### config.mk
export PLATFORM = sky130hd
export DESIGN_NAME = cbtmr_top
export DESIGN_NICKNAME = d
export VERILOG_FILES = /design/src/cbtmr_pkg.sv /design/src/cbtmr_voter.sv /design/src/cbtmr_top.sv
export VERILOG_INCLUDE_DIRS = /design/src
export SDC_FILE = /design/constraint.sdc
export NUM_CORES = 1
export LEC_CHECK = 0
export BUFFER_PORTS_ARGS = -buffer_cell sky130_fd_sc_hd__clkbuf_2
export CAP_MARGIN = 25
export CORE_UTILIZATION = 51
export CTS_CLUSTER_SIZE = 8
export DETAILED_ROUTE_END_ITERATION = 10
export HOLD_SLACK_MARGIN = 0.06
export PLACE_DENSITY = 0.81
export SYNTH_ARGS = -nofsm -noshare
export SYNTH_HDL_FRONTEND = slang
export SYNTH_SLANG_ARGS = --single-unit
### constraint.sdc
create_clock -name core_clk_in -period 8.45 [get_ports core_clk_in]
set_input_delay 0.845 -clock core_clk_in [delete_from_list [all_inputs] [get_ports core_clk_in]]
set_output_delay 0.845 -clock core_clk_in [all_outputs]
set_load 0.1 [all_outputs]
### src/cbtmr_defines.svh
// Constants for the configuration bus, radiation monitor and scrubber
//
// Contract
// Main configuration bus carries 32-bit transaction words.
// Each attached module owns a distinct module address and 16-bit registers.
// Two independent masters may each issue reads and writes.
// First master takes commands from the USB bridge interface.
// Link decoder turns single-word transactions in frames into bus commands.
// Word packs write flag, module address, register address, 16-bit value.
// Scrubber bus is 15 bits: 7-bit address and 8-bit data.
// Scrubber bus has two masters: I2C side and UART side.
// Sensor control module holds clock line mask at register 0x15.
// Protected logic is combinational blocks ending in registers, no feedback.
// Each protected block is tripled, feeding three separate voters.
// Voter is combinational and follows at least two of three inputs.
// Voter gives two identical mismatch outputs when any input disagrees.
// Radiation monitor counts voter mismatches, readable over the bus.
// Data-valid outputs drive three redundant pins.
// Scrubber programs target through its parallel port from a golden image.
// Two modes: initial programming with reset, and continuous scrubbing.
// Scrubber uses tripled flip-flops feeding one untripled voter.
// Arbiter grants one master at a time until its transaction completes.
`ifndef CBTMR_DEFINES_SVH
`define CBTMR_DEFINES_SVH

`define CB_WORD_W        32
`define CB_DATA_W        16
`define CB_LINK_W        80
`define CB_SGL_HDR       4'h3
`define CB_SGL_HDR_HI    79
`define CB_SGL_HDR_LO    76
`define CB_MOD_SENSOR    7'h01
`define CB_MOD_RADMON    7'h02
`define CB_REG_CLK_MASK  8'h15
`define CB_CLK_MASK_RST  16'h0000
`define CB_RAD_NUM       3
`define CB_RAD_CNT_MAX   16'hffff

`define SB_ADDR_W        7
`define SB_DATA_W        8
`define SB_REG_CTRL      7'h00
`define SB_REG_STAT      7'h01
`define SB_CTRL_PROG     0
`define SB_CTRL_SCRUB    1
`define SB_CLK_MHZ       25
`define SB_PROG_PULSE_NS 1000
`define SB_PROG_PULSE_CYC \
  ((`SB_PROG_PULSE_NS * `SB_CLK_MHZ + 999) / 1000)
`define SB_IMG_LAST      16'hffff
`define SB_FLASH_W       16

`endif

### src/cbtmr_pkg.sv
// Types shared by the configuration bus and scrubber logic
package cbtmr_pkg;

  typedef struct packed {
    logic        wr;
    logic [6:0]  module_addr;
    logic [7:0]  reg_addr;
    logic [15:0] value;
  } cbtmr_txn_t;

  typedef struct packed {
    logic       wr;
    logic [6:0] addr;
    logic [7:0] data;
  } cbtmr_scmd_t;

  typedef enum logic [2:0] {
    CBTMR_ARB_IDLE = 3'b001,
    CBTMR_ARB_USB  = 3'b010,
    CBTMR_ARB_LINK = 3'b100
  } cbtmr_arb_t;

  typedef enum logic [4:0] {
    CBTMR_SQ_IDLE  = 5'b00001,
    CBTMR_SQ_RESET = 5'b00010,
    CBTMR_SQ_LOAD  = 5'b00100,
    CBTMR_SQ_INIT  = 5'b01000,
    CBTMR_SQ_SCRUB = 5'b10000
  } cbtmr_sq_state_t;

  typedef struct packed {
    cbtmr_sq_state_t st;
    logic [15:0]     cnt;
  } cbtmr_sq_t;

endpackage

### src/cbtmr_voter.sv
// Bitwise two-of-three majority voter with twin mismatch flags
`timescale 1ns/1ns
`default_nettype none
module cbtmr_voter #(
  parameter int W = 1
) (
  input  wire logic [W-1:0] a_in,
  input  wire logic [W-1:0] b_in,
  input  wire logic [W-1:0] c_in,
  output logic      [W-1:0] voted_out,
  output logic              mism_a_out,
  output logic              mism_b_out
);
  logic [W-1:0] vote;
  logic         mism;

  // Two of three wins
  assign vote = (a_in & b_in) | (a_in & c_in) | (b_in & c_in);
  assign voted_out = vote;
  // Twin mismatch flags
  assign mism = (a_in != vote) || (b_in != vote) || (c_in != vote);
  assign mism_a_out = mism;
  assign mism_b_out = mism;
endmodule // cbtmr_voter
`default_nettype wire

### src/cbtmr_top.sv
// Configuration bus with two masters, TMR monitor and scrub controller
`timescale 1ns/1ns
`default_nettype none
`include "cbtmr_defines.svh"
module cbtmr_top #(
  parameter logic [15:0] IMG_LAST = `SB_IMG_LAST
) (
  input  wire logic                    core_clk_in,
  input  wire logic                    rst_in,
  input  wire logic                    usb_cmd_valid_in,
  input  wire cbtmr_pkg::cbtmr_txn_t   usb_cmd_in,
  output logic                         usb_cmd_ready_out,
  output logic                         usb_rsp_valid_out,
  output cbtmr_pkg::cbtmr_txn_t        usb_rsp_out,
  input  wire logic                    link_dv_in,
  input  wire logic [`CB_LINK_W-1:0]   link_frame_in,
  output logic                         link_rsp_valid_out,
  output cbtmr_pkg::cbtmr_txn_t        link_rsp_out,
  output logic [`CB_DATA_W-1:0]        sensor_clk_en_out,
  input  wire logic                    tx_dv_in,
  output logic [2:0]                   tx_dv_pins_out,
  input  wire logic                    i2c_cmd_valid_in,
  input  wire cbtmr_pkg::cbtmr_scmd_t  i2c_cmd_in,
  output logic                         i2c_cmd_ready_out,
  input  wire logic                    uart_cmd_valid_in,
  input  wire cbtmr_pkg::cbtmr_scmd_t  uart_cmd_in,
  output logic                         uart_cmd_ready_out,
  output logic                         sb_rvalid_out,
  output logic [`SB_DATA_W-1:0]        sb_rdata_out,
  output logic                         cfg_prog_n_out,
  output logic                         cfg_wr_out,
  output logic [`SB_FLASH_W-1:0]       cfg_data_out,
  input  wire logic                    cfg_done_in,
  output logic                         flash_rd_out,
  output logic [15:0]                  flash_addr_out,
  input  wire logic [`SB_FLASH_W-1:0]  flash_data_in
);

  ////////////////////////////////////////////////////////////////////////////
  // Main bus arbiter and register access

  cbtmr_pkg::cbtmr_arb_t arb_ff, nxt_arb;
  // 32-bit words on the main bus
  cbtmr_pkg::cbtmr_txn_t txn_ff, nxt_txn;
  cbtmr_pkg::cbtmr_txn_t link_txn_ff, nxt_link_txn;
  cbtmr_pkg::cbtmr_txn_t usb_rsp_ff, nxt_usb_rsp;
  cbtmr_pkg::cbtmr_txn_t link_rsp_ff, nxt_link_rsp;
  logic                  link_pend_ff, nxt_link_pend;
  logic                  last_usb_ff, nxt_last_usb;
  logic                  usb_ready_ff, nxt_usb_ready;
  logic                  usb_rv_ff, nxt_usb_rv;
  logic                  link_rv_ff, nxt_link_rv;
  logic [15:0]           mask_ff, nxt_mask;
  logic [`CB_RAD_NUM-1:0] rad_clr;
  logic [15:0]           rad_cnt [`CB_RAD_NUM];
  logic [15:0]           rdata;
  logic                  sgl_seen;
  logic                  pick_usb;

  // Single-word transaction detect
  assign sgl_seen = !link_dv_in &&
    (link_frame_in[`CB_SGL_HDR_HI:`CB_SGL_HDR_LO] == `CB_SGL_HDR);

  always_comb begin
    nxt_arb       = arb_ff;
    nxt_txn       = txn_ff;
    nxt_link_txn  = link_txn_ff;
    nxt_link_pend = link_pend_ff;
    nxt_last_usb  = last_usb_ff;
    nxt_usb_ready = 1'b0;
    nxt_usb_rv    = 1'b0;
    nxt_link_rv   = 1'b0;
    nxt_usb_rsp   = usb_rsp_ff;
    nxt_link_rsp  = link_rsp_ff;
    nxt_mask      = mask_ff;
    rad_clr       = '0;
    rdata         = 16'h0000;
    // Alternate when both wait so neither master starves
    pick_usb = usb_cmd_valid_in && (!link_pend_ff || !last_usb_ff);
    // Module and register decode
    case (txn_ff.module_addr)
      `CB_MOD_SENSOR: begin
        if (txn_ff.reg_addr == `CB_REG_CLK_MASK) begin
          rdata = mask_ff;
        end
      end
      `CB_MOD_RADMON: begin
        for (int i = 0; i < `CB_RAD_NUM; i++) begin
          if (txn_ff.reg_addr == 8'(i)) begin
            rdata = rad_cnt[i];
          end
        end
      end
      default: rdata = 16'h0000;
    endcase
    // One grant at a time
    case (arb_ff)
      cbtmr_pkg::CBTMR_ARB_IDLE: begin
        // Either master may be granted
        if (pick_usb) begin
          // USB command taken
          nxt_txn       = usb_cmd_in;
          nxt_usb_ready = 1'b1;
          nxt_last_usb  = 1'b1;
          nxt_arb       = cbtmr_pkg::CBTMR_ARB_USB;
        end else if (link_pend_ff) begin
          nxt_txn       = link_txn_ff;
          nxt_link_pend = 1'b0;
          nxt_last_usb  = 1'b0;
          nxt_arb       = cbtmr_pkg::CBTMR_ARB_LINK;
        end
      end
      cbtmr_pkg::CBTMR_ARB_USB,
      cbtmr_pkg::CBTMR_ARB_LINK: begin
        // Word fields steer the access
        if (txn_ff.wr) begin
          // Clock line mask write
          if (txn_ff.module_addr == `CB_MOD_SENSOR &&
              txn_ff.reg_addr == `CB_REG_CLK_MASK) begin
            nxt_mask = txn_ff.value;
          end
          if (txn_ff.module_addr == `CB_MOD_RADMON) begin
            for (int i = 0; i < `CB_RAD_NUM; i++) begin
              rad_clr[i] = (txn_ff.reg_addr == 8'(i));
            end
          end
        end
        if (arb_ff == cbtmr_pkg::CBTMR_ARB_USB) begin
          nxt_usb_rv  = 1'b1;
          nxt_usb_rsp = txn_ff;
          if (!txn_ff.wr) nxt_usb_rsp.value = rdata;
        end else begin
          nxt_link_rv  = 1'b1;
          nxt_link_rsp = txn_ff;
          if (!txn_ff.wr) nxt_link_rsp.value = rdata;
        end
        nxt_arb = cbtmr_pkg::CBTMR_ARB_IDLE;
      end
      default: nxt_arb = cbtmr_pkg::CBTMR_ARB_IDLE;
    endcase
    // A new frame beats the clear; one arriving while full is dropped
    if (sgl_seen && !nxt_link_pend) begin
      nxt_link_pend = 1'b1;
      nxt_link_txn  = link_frame_in[`CB_WORD_W-1:0];
    end
  end

  always_ff @(posedge core_clk_in or posedge rst_in) begin
    if (rst_in) begin
      arb_ff       <= cbtmr_pkg::CBTMR_ARB_IDLE;
      txn_ff       <= '0;
      link_txn_ff  <= '0;
      link_pend_ff <= 1'b0;
      last_usb_ff  <= 1'b0;
      usb_ready_ff <= 1'b0;
      usb_rv_ff    <= 1'b0;
      link_rv_ff   <= 1'b0;
      usb_rsp_ff   <= '0;
      link_rsp_ff  <= '0;
      mask_ff      <= `CB_CLK_MASK_RST;
    end else begin
      arb_ff       <= nxt_arb;
      txn_ff       <= nxt_txn;
      link_txn_ff  <= nxt_link_txn;
      link_pend_ff <= nxt_link_pend;
      last_usb_ff  <= nxt_last_usb;
      usb_ready_ff <= nxt_usb_ready;
      usb_rv_ff    <= nxt_usb_rv;
      link_rv_ff   <= nxt_link_rv;
      usb_rsp_ff   <= nxt_usb_rsp;
      link_rsp_ff  <= nxt_link_rsp;
      mask_ff      <= nxt_mask;
    end
  end

  assign usb_cmd_ready_out  = usb_ready_ff;
  assign usb_rsp_valid_out  = usb_rv_ff;
  assign usb_rsp_out        = usb_rsp_ff;
  assign link_rsp_valid_out = link_rv_ff;
  assign link_rsp_out       = link_rsp_ff;
  assign sensor_clk_en_out  = mask_ff;

  ////////////////////////////////////////////////////////////////////////////
  // Tripled data-valid path, voters, pins and mismatch counters

  logic [2:0] dv_ff;
  logic [2:0] pin_ff;
  logic [2:0] voted;
  logic [2:0] mism_a;
  logic [2:0] mism_b;

  for (genvar g = 0; g < `CB_RAD_NUM; g++) begin : g_tmr
    logic [15:0] cnt_ff, nxt_cnt;
    logic        hit;

    // One of three voters
    cbtmr_voter #(.W(1)) u_vote (
      .a_in       (dv_ff[0]),
      .b_in       (dv_ff[1]),
      .c_in       (dv_ff[2]),
      .voted_out  (voted[g]),
      .mism_a_out (mism_a[g]),
      .mism_b_out (mism_b[g])
    );

    // Count mismatches; a clear with a hit in the same cycle leaves the count at one
    always_comb begin
      hit     = mism_a[g] | mism_b[g];
      nxt_cnt = rad_clr[g] ? 16'h0000 : cnt_ff;
      if (hit && nxt_cnt != `CB_RAD_CNT_MAX) begin
        nxt_cnt = nxt_cnt + 16'h0001;
      end
    end

    // Block is input logic ending in a register
    always_ff @(posedge core_clk_in or posedge rst_in) begin
      if (rst_in) begin
        dv_ff[g]  <= 1'b0;
        pin_ff[g] <= 1'b0;
        cnt_ff    <= 16'h0000;
      end else begin
        dv_ff[g]  <= tx_dv_in;
        pin_ff[g] <= voted[g];
        cnt_ff    <= nxt_cnt;
      end
    end

    assign rad_cnt[g] = cnt_ff;
  end

  // Three redundant data-valid pins
  assign tx_dv_pins_out = pin_ff;

  ////////////////////////////////////////////////////////////////////////////
  // Scrubber 15-bit bus with I2C and UART masters

  logic                  sb_busy_ff, nxt_sb_busy;
  logic                  i2c_rdy_ff, nxt_i2c_rdy;
  logic                  uart_rdy_ff, nxt_uart_rdy;
  logic                  sb_rv_ff, nxt_sb_rv;
  logic [7:0]            sb_rdata_ff, nxt_sb_rdata;
  logic                  scrub_en_ff, nxt_scrub_en;
  logic                  start_ff, nxt_start;
  cbtmr_pkg::cbtmr_scmd_t scmd;
  logic                  stake;
  cbtmr_pkg::cbtmr_sq_t  sq_v;

  // Seven address bits and eight data bits
  // I2C master first, UART second
  always_comb begin
    nxt_sb_busy  = 1'b0;
    nxt_i2c_rdy  = 1'b0;
    nxt_uart_rdy = 1'b0;
    nxt_sb_rv    = 1'b0;
    nxt_sb_rdata = sb_rdata_ff;
    nxt_scrub_en = scrub_en_ff;
    nxt_start    = 1'b0;
    scmd         = i2c_cmd_valid_in ? i2c_cmd_in : uart_cmd_in;
    stake        = !sb_busy_ff && (i2c_cmd_valid_in || uart_cmd_valid_in);
    if (stake) begin
      nxt_sb_busy  = 1'b1;
      nxt_i2c_rdy  = i2c_cmd_valid_in;
      nxt_uart_rdy = !i2c_cmd_valid_in;
      if (scmd.wr) begin
        if (scmd.addr == `SB_REG_CTRL) begin
          nxt_start    = scmd.data[`SB_CTRL_PROG];
          nxt_scrub_en = scmd.data[`SB_CTRL_SCRUB];
        end
      end else begin
        nxt_sb_rv = 1'b1;
        case (scmd.addr)
          `SB_REG_CTRL: nxt_sb_rdata = {6'h00, scrub_en_ff, 1'b0};
          `SB_REG_STAT: nxt_sb_rdata = {3'h0, sq_v.st};
          default:      nxt_sb_rdata = 8'h00;
        endcase
      end
    end
  end

  always_ff @(posedge core_clk_in or posedge rst_in) begin
    if (rst_in) begin
      sb_busy_ff  <= 1'b0;
      i2c_rdy_ff  <= 1'b0;
      uart_rdy_ff <= 1'b0;
      sb_rv_ff    <= 1'b0;
      sb_rdata_ff <= 8'h00;
      scrub_en_ff <= 1'b0;
      start_ff    <= 1'b0;
    end else begin
      sb_busy_ff  <= nxt_sb_busy;
      i2c_rdy_ff  <= nxt_i2c_rdy;
      uart_rdy_ff <= nxt_uart_rdy;
      sb_rv_ff    <= nxt_sb_rv;
      sb_rdata_ff <= nxt_sb_rdata;
      scrub_en_ff <= nxt_scrub_en;
      start_ff    <= nxt_start;
    end
  end

  assign i2c_cmd_ready_out  = i2c_rdy_ff;
  assign uart_cmd_ready_out = uart_rdy_ff;
  assign sb_rvalid_out      = sb_rv_ff;
  assign sb_rdata_out       = sb_rdata_ff;

  ////////////////////////////////////////////////////////////////////////////
  // Programming and scrubbing sequencer with tripled state

  cbtmr_pkg::cbtmr_sq_t sq_ff [3];
  cbtmr_pkg::cbtmr_sq_t nxt_sq;
  logic                 done_s1_ff, done_s2_ff;
  logic                 rd_ff, nxt_rd, rd_d_ff, wr_ff;
  logic                 prog_n_ff, nxt_prog_n;
  logic [15:0]          faddr_ff, nxt_faddr;
  logic [15:0]          cfg_data_ff;
  logic [15:0]          pulse_last;

  assign pulse_last = 16'(`SB_PROG_PULSE_CYC - 1);

  // Single voter over tripled flops
  cbtmr_voter #(.W($bits(cbtmr_pkg::cbtmr_sq_t))) u_sq_vote (
    .a_in       (sq_ff[0]),
    .b_in       (sq_ff[1]),
    .c_in       (sq_ff[2]),
    .voted_out  (sq_v),
    .mism_a_out (),
    .mism_b_out ()
  );

  // Initial programming, then optional scrubbing
  always_comb begin
    nxt_sq     = sq_v;
    nxt_rd     = 1'b0;
    nxt_prog_n = 1'b1;
    nxt_faddr  = faddr_ff;
    case (sq_v.st)
      cbtmr_pkg::CBTMR_SQ_IDLE: begin
        if (start_ff) begin
          nxt_sq.st  = cbtmr_pkg::CBTMR_SQ_RESET;
          nxt_sq.cnt = 16'h0000;
          nxt_prog_n = 1'b0;
        end
      end
      cbtmr_pkg::CBTMR_SQ_RESET: begin
        nxt_prog_n = 1'b0;
        nxt_sq.cnt = sq_v.cnt + 16'h0001;
        if (sq_v.cnt == pulse_last) begin
          nxt_prog_n = 1'b1;
          nxt_sq.st  = cbtmr_pkg::CBTMR_SQ_LOAD;
          nxt_sq.cnt = 16'h0000;
        end
      end
      cbtmr_pkg::CBTMR_SQ_LOAD,
      cbtmr_pkg::CBTMR_SQ_SCRUB: begin
        // Golden image words to the parallel port
        nxt_rd     = 1'b1;
        nxt_faddr  = sq_v.cnt;
        nxt_sq.cnt = sq_v.cnt + 16'h0001;
        if (sq_v.cnt == IMG_LAST) begin
          // Wrap so every scrub pass restarts at word 0
          nxt_sq.cnt = 16'h0000;
          if (sq_v.st == cbtmr_pkg::CBTMR_SQ_LOAD) begin
            nxt_sq.st = cbtmr_pkg::CBTMR_SQ_INIT;
          end else if (!scrub_en_ff) begin
            nxt_sq.st = cbtmr_pkg::CBTMR_SQ_IDLE;
          end
        end
      end
      cbtmr_pkg::CBTMR_SQ_INIT: begin
        nxt_sq.cnt = 16'h0000;
        if (done_s2_ff) begin
          nxt_sq.st = scrub_en_ff ? cbtmr_pkg::CBTMR_SQ_SCRUB
                                  : cbtmr_pkg::CBTMR_SQ_IDLE;
        end
      end
      default: begin
        nxt_sq.st  = cbtmr_pkg::CBTMR_SQ_IDLE;
        nxt_sq.cnt = 16'h0000;
      end
    endcase
  end

  // Flash answers one cycle after the read, so the write lags by two
  always_ff @(posedge core_clk_in or posedge rst_in) begin
    if (rst_in) begin
      for (int i = 0; i < 3; i++) begin
        sq_ff[i] <= '{st: cbtmr_pkg::CBTMR_SQ_IDLE, cnt: 16'h0000};
      end
      done_s1_ff  <= 1'b0;
      done_s2_ff  <= 1'b0;
      rd_ff       <= 1'b0;
      rd_d_ff     <= 1'b0;
      wr_ff       <= 1'b0;
      prog_n_ff   <= 1'b1;
      faddr_ff    <= 16'h0000;
      cfg_data_ff <= 16'h0000;
    end else begin
      for (int i = 0; i < 3; i++) begin
        sq_ff[i] <= nxt_sq;
      end
      done_s1_ff  <= cfg_done_in;
      done_s2_ff  <= done_s1_ff;
      rd_ff       <= nxt_rd;
      rd_d_ff     <= rd_ff;
      wr_ff       <= rd_d_ff;
      prog_n_ff   <= nxt_prog_n;
      faddr_ff    <= nxt_faddr;
      cfg_data_ff <= flash_data_in;
    end
  end

  assign cfg_prog_n_out = prog_n_ff;
  assign cfg_wr_out     = wr_ff;
  assign cfg_data_out   = cfg_data_ff;
  assign flash_rd_out   = rd_ff;
  assign flash_addr_out = faddr_ff;

endmodule // cbtmr_top
`default_nettype wire

Word level (Yosys, flattened, before mapping)
Index checks and enable logic that the tools add are counted.

word-level totals
  register bits after elaboration = 227
  bits in latches = 0
  bits in writable memories = 0
  bits in read-only memories = 0
  input bits = 168
  output and inout bits = 132
  logic and storage cells = 127
  memories = 0

operators by class
  $add $sub $neg = 1
  multiply operators = 0
  divide/modulo/power cells = 0
  $lt $le $gt $ge = 0
  equal/unequal tests = 15
  shifts and indexed selects = 0
  mux-type cells = 41
  bitwise operators = 5
  reduce and logical (&&, ||, !) cells = 23

operators with widths
  kind                                            count
  case mux 21 bit (4 select lines)                1
  two-way mux 16 bit                              4
  two-way mux 32 bit                              2
  two-way mux 21 bit                              3
  bitwise OR 21 bit                               2
  two-way mux 1 bit                               22
  bitwise AND 21 bit                              1
  two-way mux 5 bit                               4
  adder 16 x 1 -> 16 bit, second input constant   1
  == test 16 bit, second input constant           1
  == test 16 x 5 -> 1 bit, second input constant  1
  == test 7 x 1 -> 1 bit, second input constant   2
  case mux 5 bit (2 select lines)                 1
  two-way mux 3 bit                               3
  == test 8 x 5 -> 1 bit, second input constant   1
  AND reduction 2 bit                             4
  zero test 7 bit                                 1
  zero test 1 bit                                 6
  AND reduction 3 bit                             2
  == test 5 x 1 -> 1 bit, second input constant   1
  == test 5 x 2 -> 1 bit, second input constant   1
  == test 5 x 3 -> 1 bit, second input constant   1
  == test 5 x 4 -> 1 bit, second input constant   1
  == test 5 bit, second input constant            1
  11 further kinds                                18

Logic depth before layout (Yosys ltp)
  depth after elaboration = 8
  gate-level depth with buffers = 8
  depth with buffers taken out = 7

Hierarchy
A second synthesis with hierarchy kept.

second synthesis, totals
  cell total of the unflattened synthesis = 1266
  area total of the unflattened synthesis = 13171.4 um2

modules (own cells, without submodules)
  module                             times used  cells an instance  area each (um2)  seq. area each (um2)
  cbtmr_top                          1           1104               12171.7          6860.3
  cbtmr_voter (u_sq_vote)            1           141                845.8            0.0
  cbtmr_voter (g_tmr[0].u_vote ...)  3           7                  51.3             0.0

Worst setup path after synthesis
OpenSTA, ideal clock, no wires.

  kind = input-to-reg
  from = input port link_frame_in[79]
  to = register link_txn_ff[0] (netlist bit)
  setup time = 125 ps
  arrival = 2193 ps
  required time = 8325 ps
  setup slack = 6133 ps
  stages on the path = 5
  path buffers = 2
  cells stage by stage = or4_1 > nor2b_1 > clkbuf_1 > buf_4 > mux2_2

between the ends
  longest elaborated chain between the ends = 3

RTL lines
  item                              line              text
  start, declared                   cbtmr_top.sv:16   input wire logic [`CB_LINK_W-1:0] link_frame_in,
  == test 4 x 2 -> 1 bit (no line)  -
  logical AND 1 bit                 cbtmr_top.sv:61   assign sgl_seen = !link_dv_in &&
  logical AND 1 bit                 cbtmr_top.sv:142  if (sgl_seen && !nxt_link_pend) begin
  end signal, assigned              cbtmr_top.sv:164  link_txn_ff <= nxt_link_txn;
  end, declared                     cbtmr_top.sv:45   cbtmr_pkg::cbtmr_txn_t link_txn_ff, nxt_link_txn;

No other way between the ends.
A chain may end at the register's enable or synchronous reset.

Final worst setup path
  from = input port link_frame_in[79]
  to = register link_txn_ff[13] (netlist bit)

The elaborated chain is that of the path after synthesis.

==> out/results.ini <==
[outcome]
result_of_the_run=completed

[final_layout]
design.final.nets=1160
regArea_mm2=0.00561
non_filler_instances=1228
multiInputGateArea_mm2=0.00319
design_area_mm2=0.0112
area_delta_synth_final_pct=24.2
layout.core_utilization_pct=65.0
final_layout_size_suffix_gt1_share_pct=37.4
fill_cells=1300
insertedDiodeCount=0

[timing]
finClkSkew_ps=17.4
maxSlewHeadroom_pct=29.4
fin_ws_ps=5990
final_period_demand_of_the_worst_path_ps=2460
setup_viol_count_final=0
worst_slew_pin_slew_ps=1060
fin_tns_setup_ps=0
setup_repair_after_global_routing_missed_its_margin=no
maxSlewViolCount=0
timing.hold.ws_ps=350
fmax_ghz=0.407
share_of_the_cycle_needed_by_the_critical_path_after_routing_pct=29.1
finalHoldViolations=0

[synthesis]
synth_top_area_share_pct=61.0
cell_types_occupying_the_most_area_after_synthesis=dfrtp_1, mux2_2, mux2i_1, nand2_1, o21ai_0
synth-seq-area-share_pct=61.9
synth_flop_cell=dfrtp_1
synth.ff_latch_count=224
cell_area_after_technology_mapping_mm2=0.00906
syn_avg_cell_area_um2=12.0
synth_edf_count=0
yosys.cell_count.top_type=dfrtp_1
synth.lib_cells_used.distinct=49
post_syn_instances=756
synth.cells.most_frequent=dfrtp_1, nand2_1, mux2_2, o21ai_0, nor2_1
synth-warning-count=0
synth_area_leader_cell=dfrtp_1
synthArstFlopShare_pct=100

[route]
route.antenna.remaining_nets=0
drt_first_iter_violations=313
detailedRoute.firstPassIterationCount=4
avgRoutedWirePerCell_um=17.3
via_total_after_detailed_routing=6643
wire_length_after_detailed_routing_um=21200
detail_route.drc_violations=0
drt-vias-per-instance=5.41

[placement]
place_inst=1181
place_congestion=0.835
dpl_cell_area_mm2=0.0104
port_buffers=240
preCtsSetupSlack_ps=5420
dp_hpwl_um=14500

[die]
floorplan.initialDensity_pct=52.4
dieArea_mm2=0.0183
design.core.area_mm2=0.0173
rows=48
die_y_um=135
x_dimension_of_the_die_um=135
top_level_ports=300

[clock_tree]
cts-root-buf=clkbuf_16
ctsLongestPathBuffers=3
h-tree-depth=1
clock_latency_ps=530
postCtsHoldBufs=0
post-cts-setup-buffer-count=0
cts_made_buffers=31
cts_tree=done
cts.clk_slew.worst_paths_ps=50
cts.sink_count=224
post_cts_resized=0

[setup_path]
required_ps=8860
crit_start=link_frame_in[79]
criticalPathCategory=in -> reg
reg2reg_setup_slack_ps=6060
crit_path_start_kind=input pin
end_kind=flop
critical_path_arrival_ps=2860
largest_fanout_on_the_critical_path=32
critical_path.reg2reg.startpoint=arb_ff[2]

[worst_hold_path]
timing.hold.worst.start=dv_ff[2]
hold_class=reg -> reg

[power_and_ir_drop]
totalPowerFinal_mw=4.48
p_per_area_mw_per_mm2=398
maximum_ir_drop_on_the_vdd_rail_v=0.000400
p_leak_nw=5.62

[global_route]
grt-ovfl-total=0
grt_start_max_net_pins=105
first_global_vias=6598
antenna_found_initial=0
grt_first_pass_wirelength_um=33900
grt_usage_pct=23.5

[flow_run]
cap_violations=0

## logic make-up (layout without fill, tap and decap cells)
group                      Yosys count  after routing  synth area share [%]
and+or+nand+nor                    200            200                  10.6
xor gates and xnor gates             2              2                 0.193
DFF                                224            224                  61.9
other                                1              3                0.0414
muxes                              118            118                  14.1
AOI/OAI and AO/OA                  144            144                  9.36
adders and majority gates            2              2                 0.276
buffers and inverters               65            310                  3.45
## where the power goes
part           switching (mW)  internal (mW)
clock network           0.422          0.662
logic                    1.49          0.343
registers               0.207           1.35
## critical path: stages
cell	delay [ps]
clkbuf_2	80
or4_1	630
nor2b_4	870
mux2_2	430
## registers in the layout, summed over array words and instances, names as in the netlist, 3 cells and up
signal and cells:
arb_ff 3, cfg_data_out 16, flash_addr_out 16, link_rsp_out 32, link_txn_ff 32, sb_rdata_out 5
sensor_clk_en_out 16, sq_ff 21, txn_ff 32, usb_rsp_out 32
## placed cells by master, fill, tap and decap left out, types with 14 or more instances in the layout
cell         n
clkbuf_2   240
dfrtp_1    221
nand2_1     85
mux2_2      80
nor2_1      50
o21ai_0     50
a21oi_1     47
mux2i_1     38
clkbuf_16   31
a22oi_1     17
inv_1       14
clkbuf_1    14
## worst paths after layout
path	to	cells after the start
setup / recovery	link_txn_ff[13]	4
hold / removal	tx_dv_pins_out[2]	0
min in group asynchronous	cfg_data_out[10]	2
setup reg to reg	link_txn_ff[13]	5
max in group asynchronous	sb_rdata_out[2]	3
hold reg to reg	tx_dv_pins_out[2]	0
## layout make-up
cell class | count | share of cell area (%)
Tap cell | 225 | 2.50
Multi-Input combinational cell | 469 | 28.3
Timing Repair Buffer | 249 | 11.3
Sequential cell | 224 | 49.9
Inverter | 15 | 0.567
Clock inverter | 1 | 0.0779
Clock buffer | 45 | 7.36
## per-layer routing
metal,global-route usage (%),routed length [um]
met4,8.05,436
met5,0,0
met2,40.1,10700
met1,30.5,8740
met3,3.89,1360
Note: power is estimated with default switching activity, not from simulation.
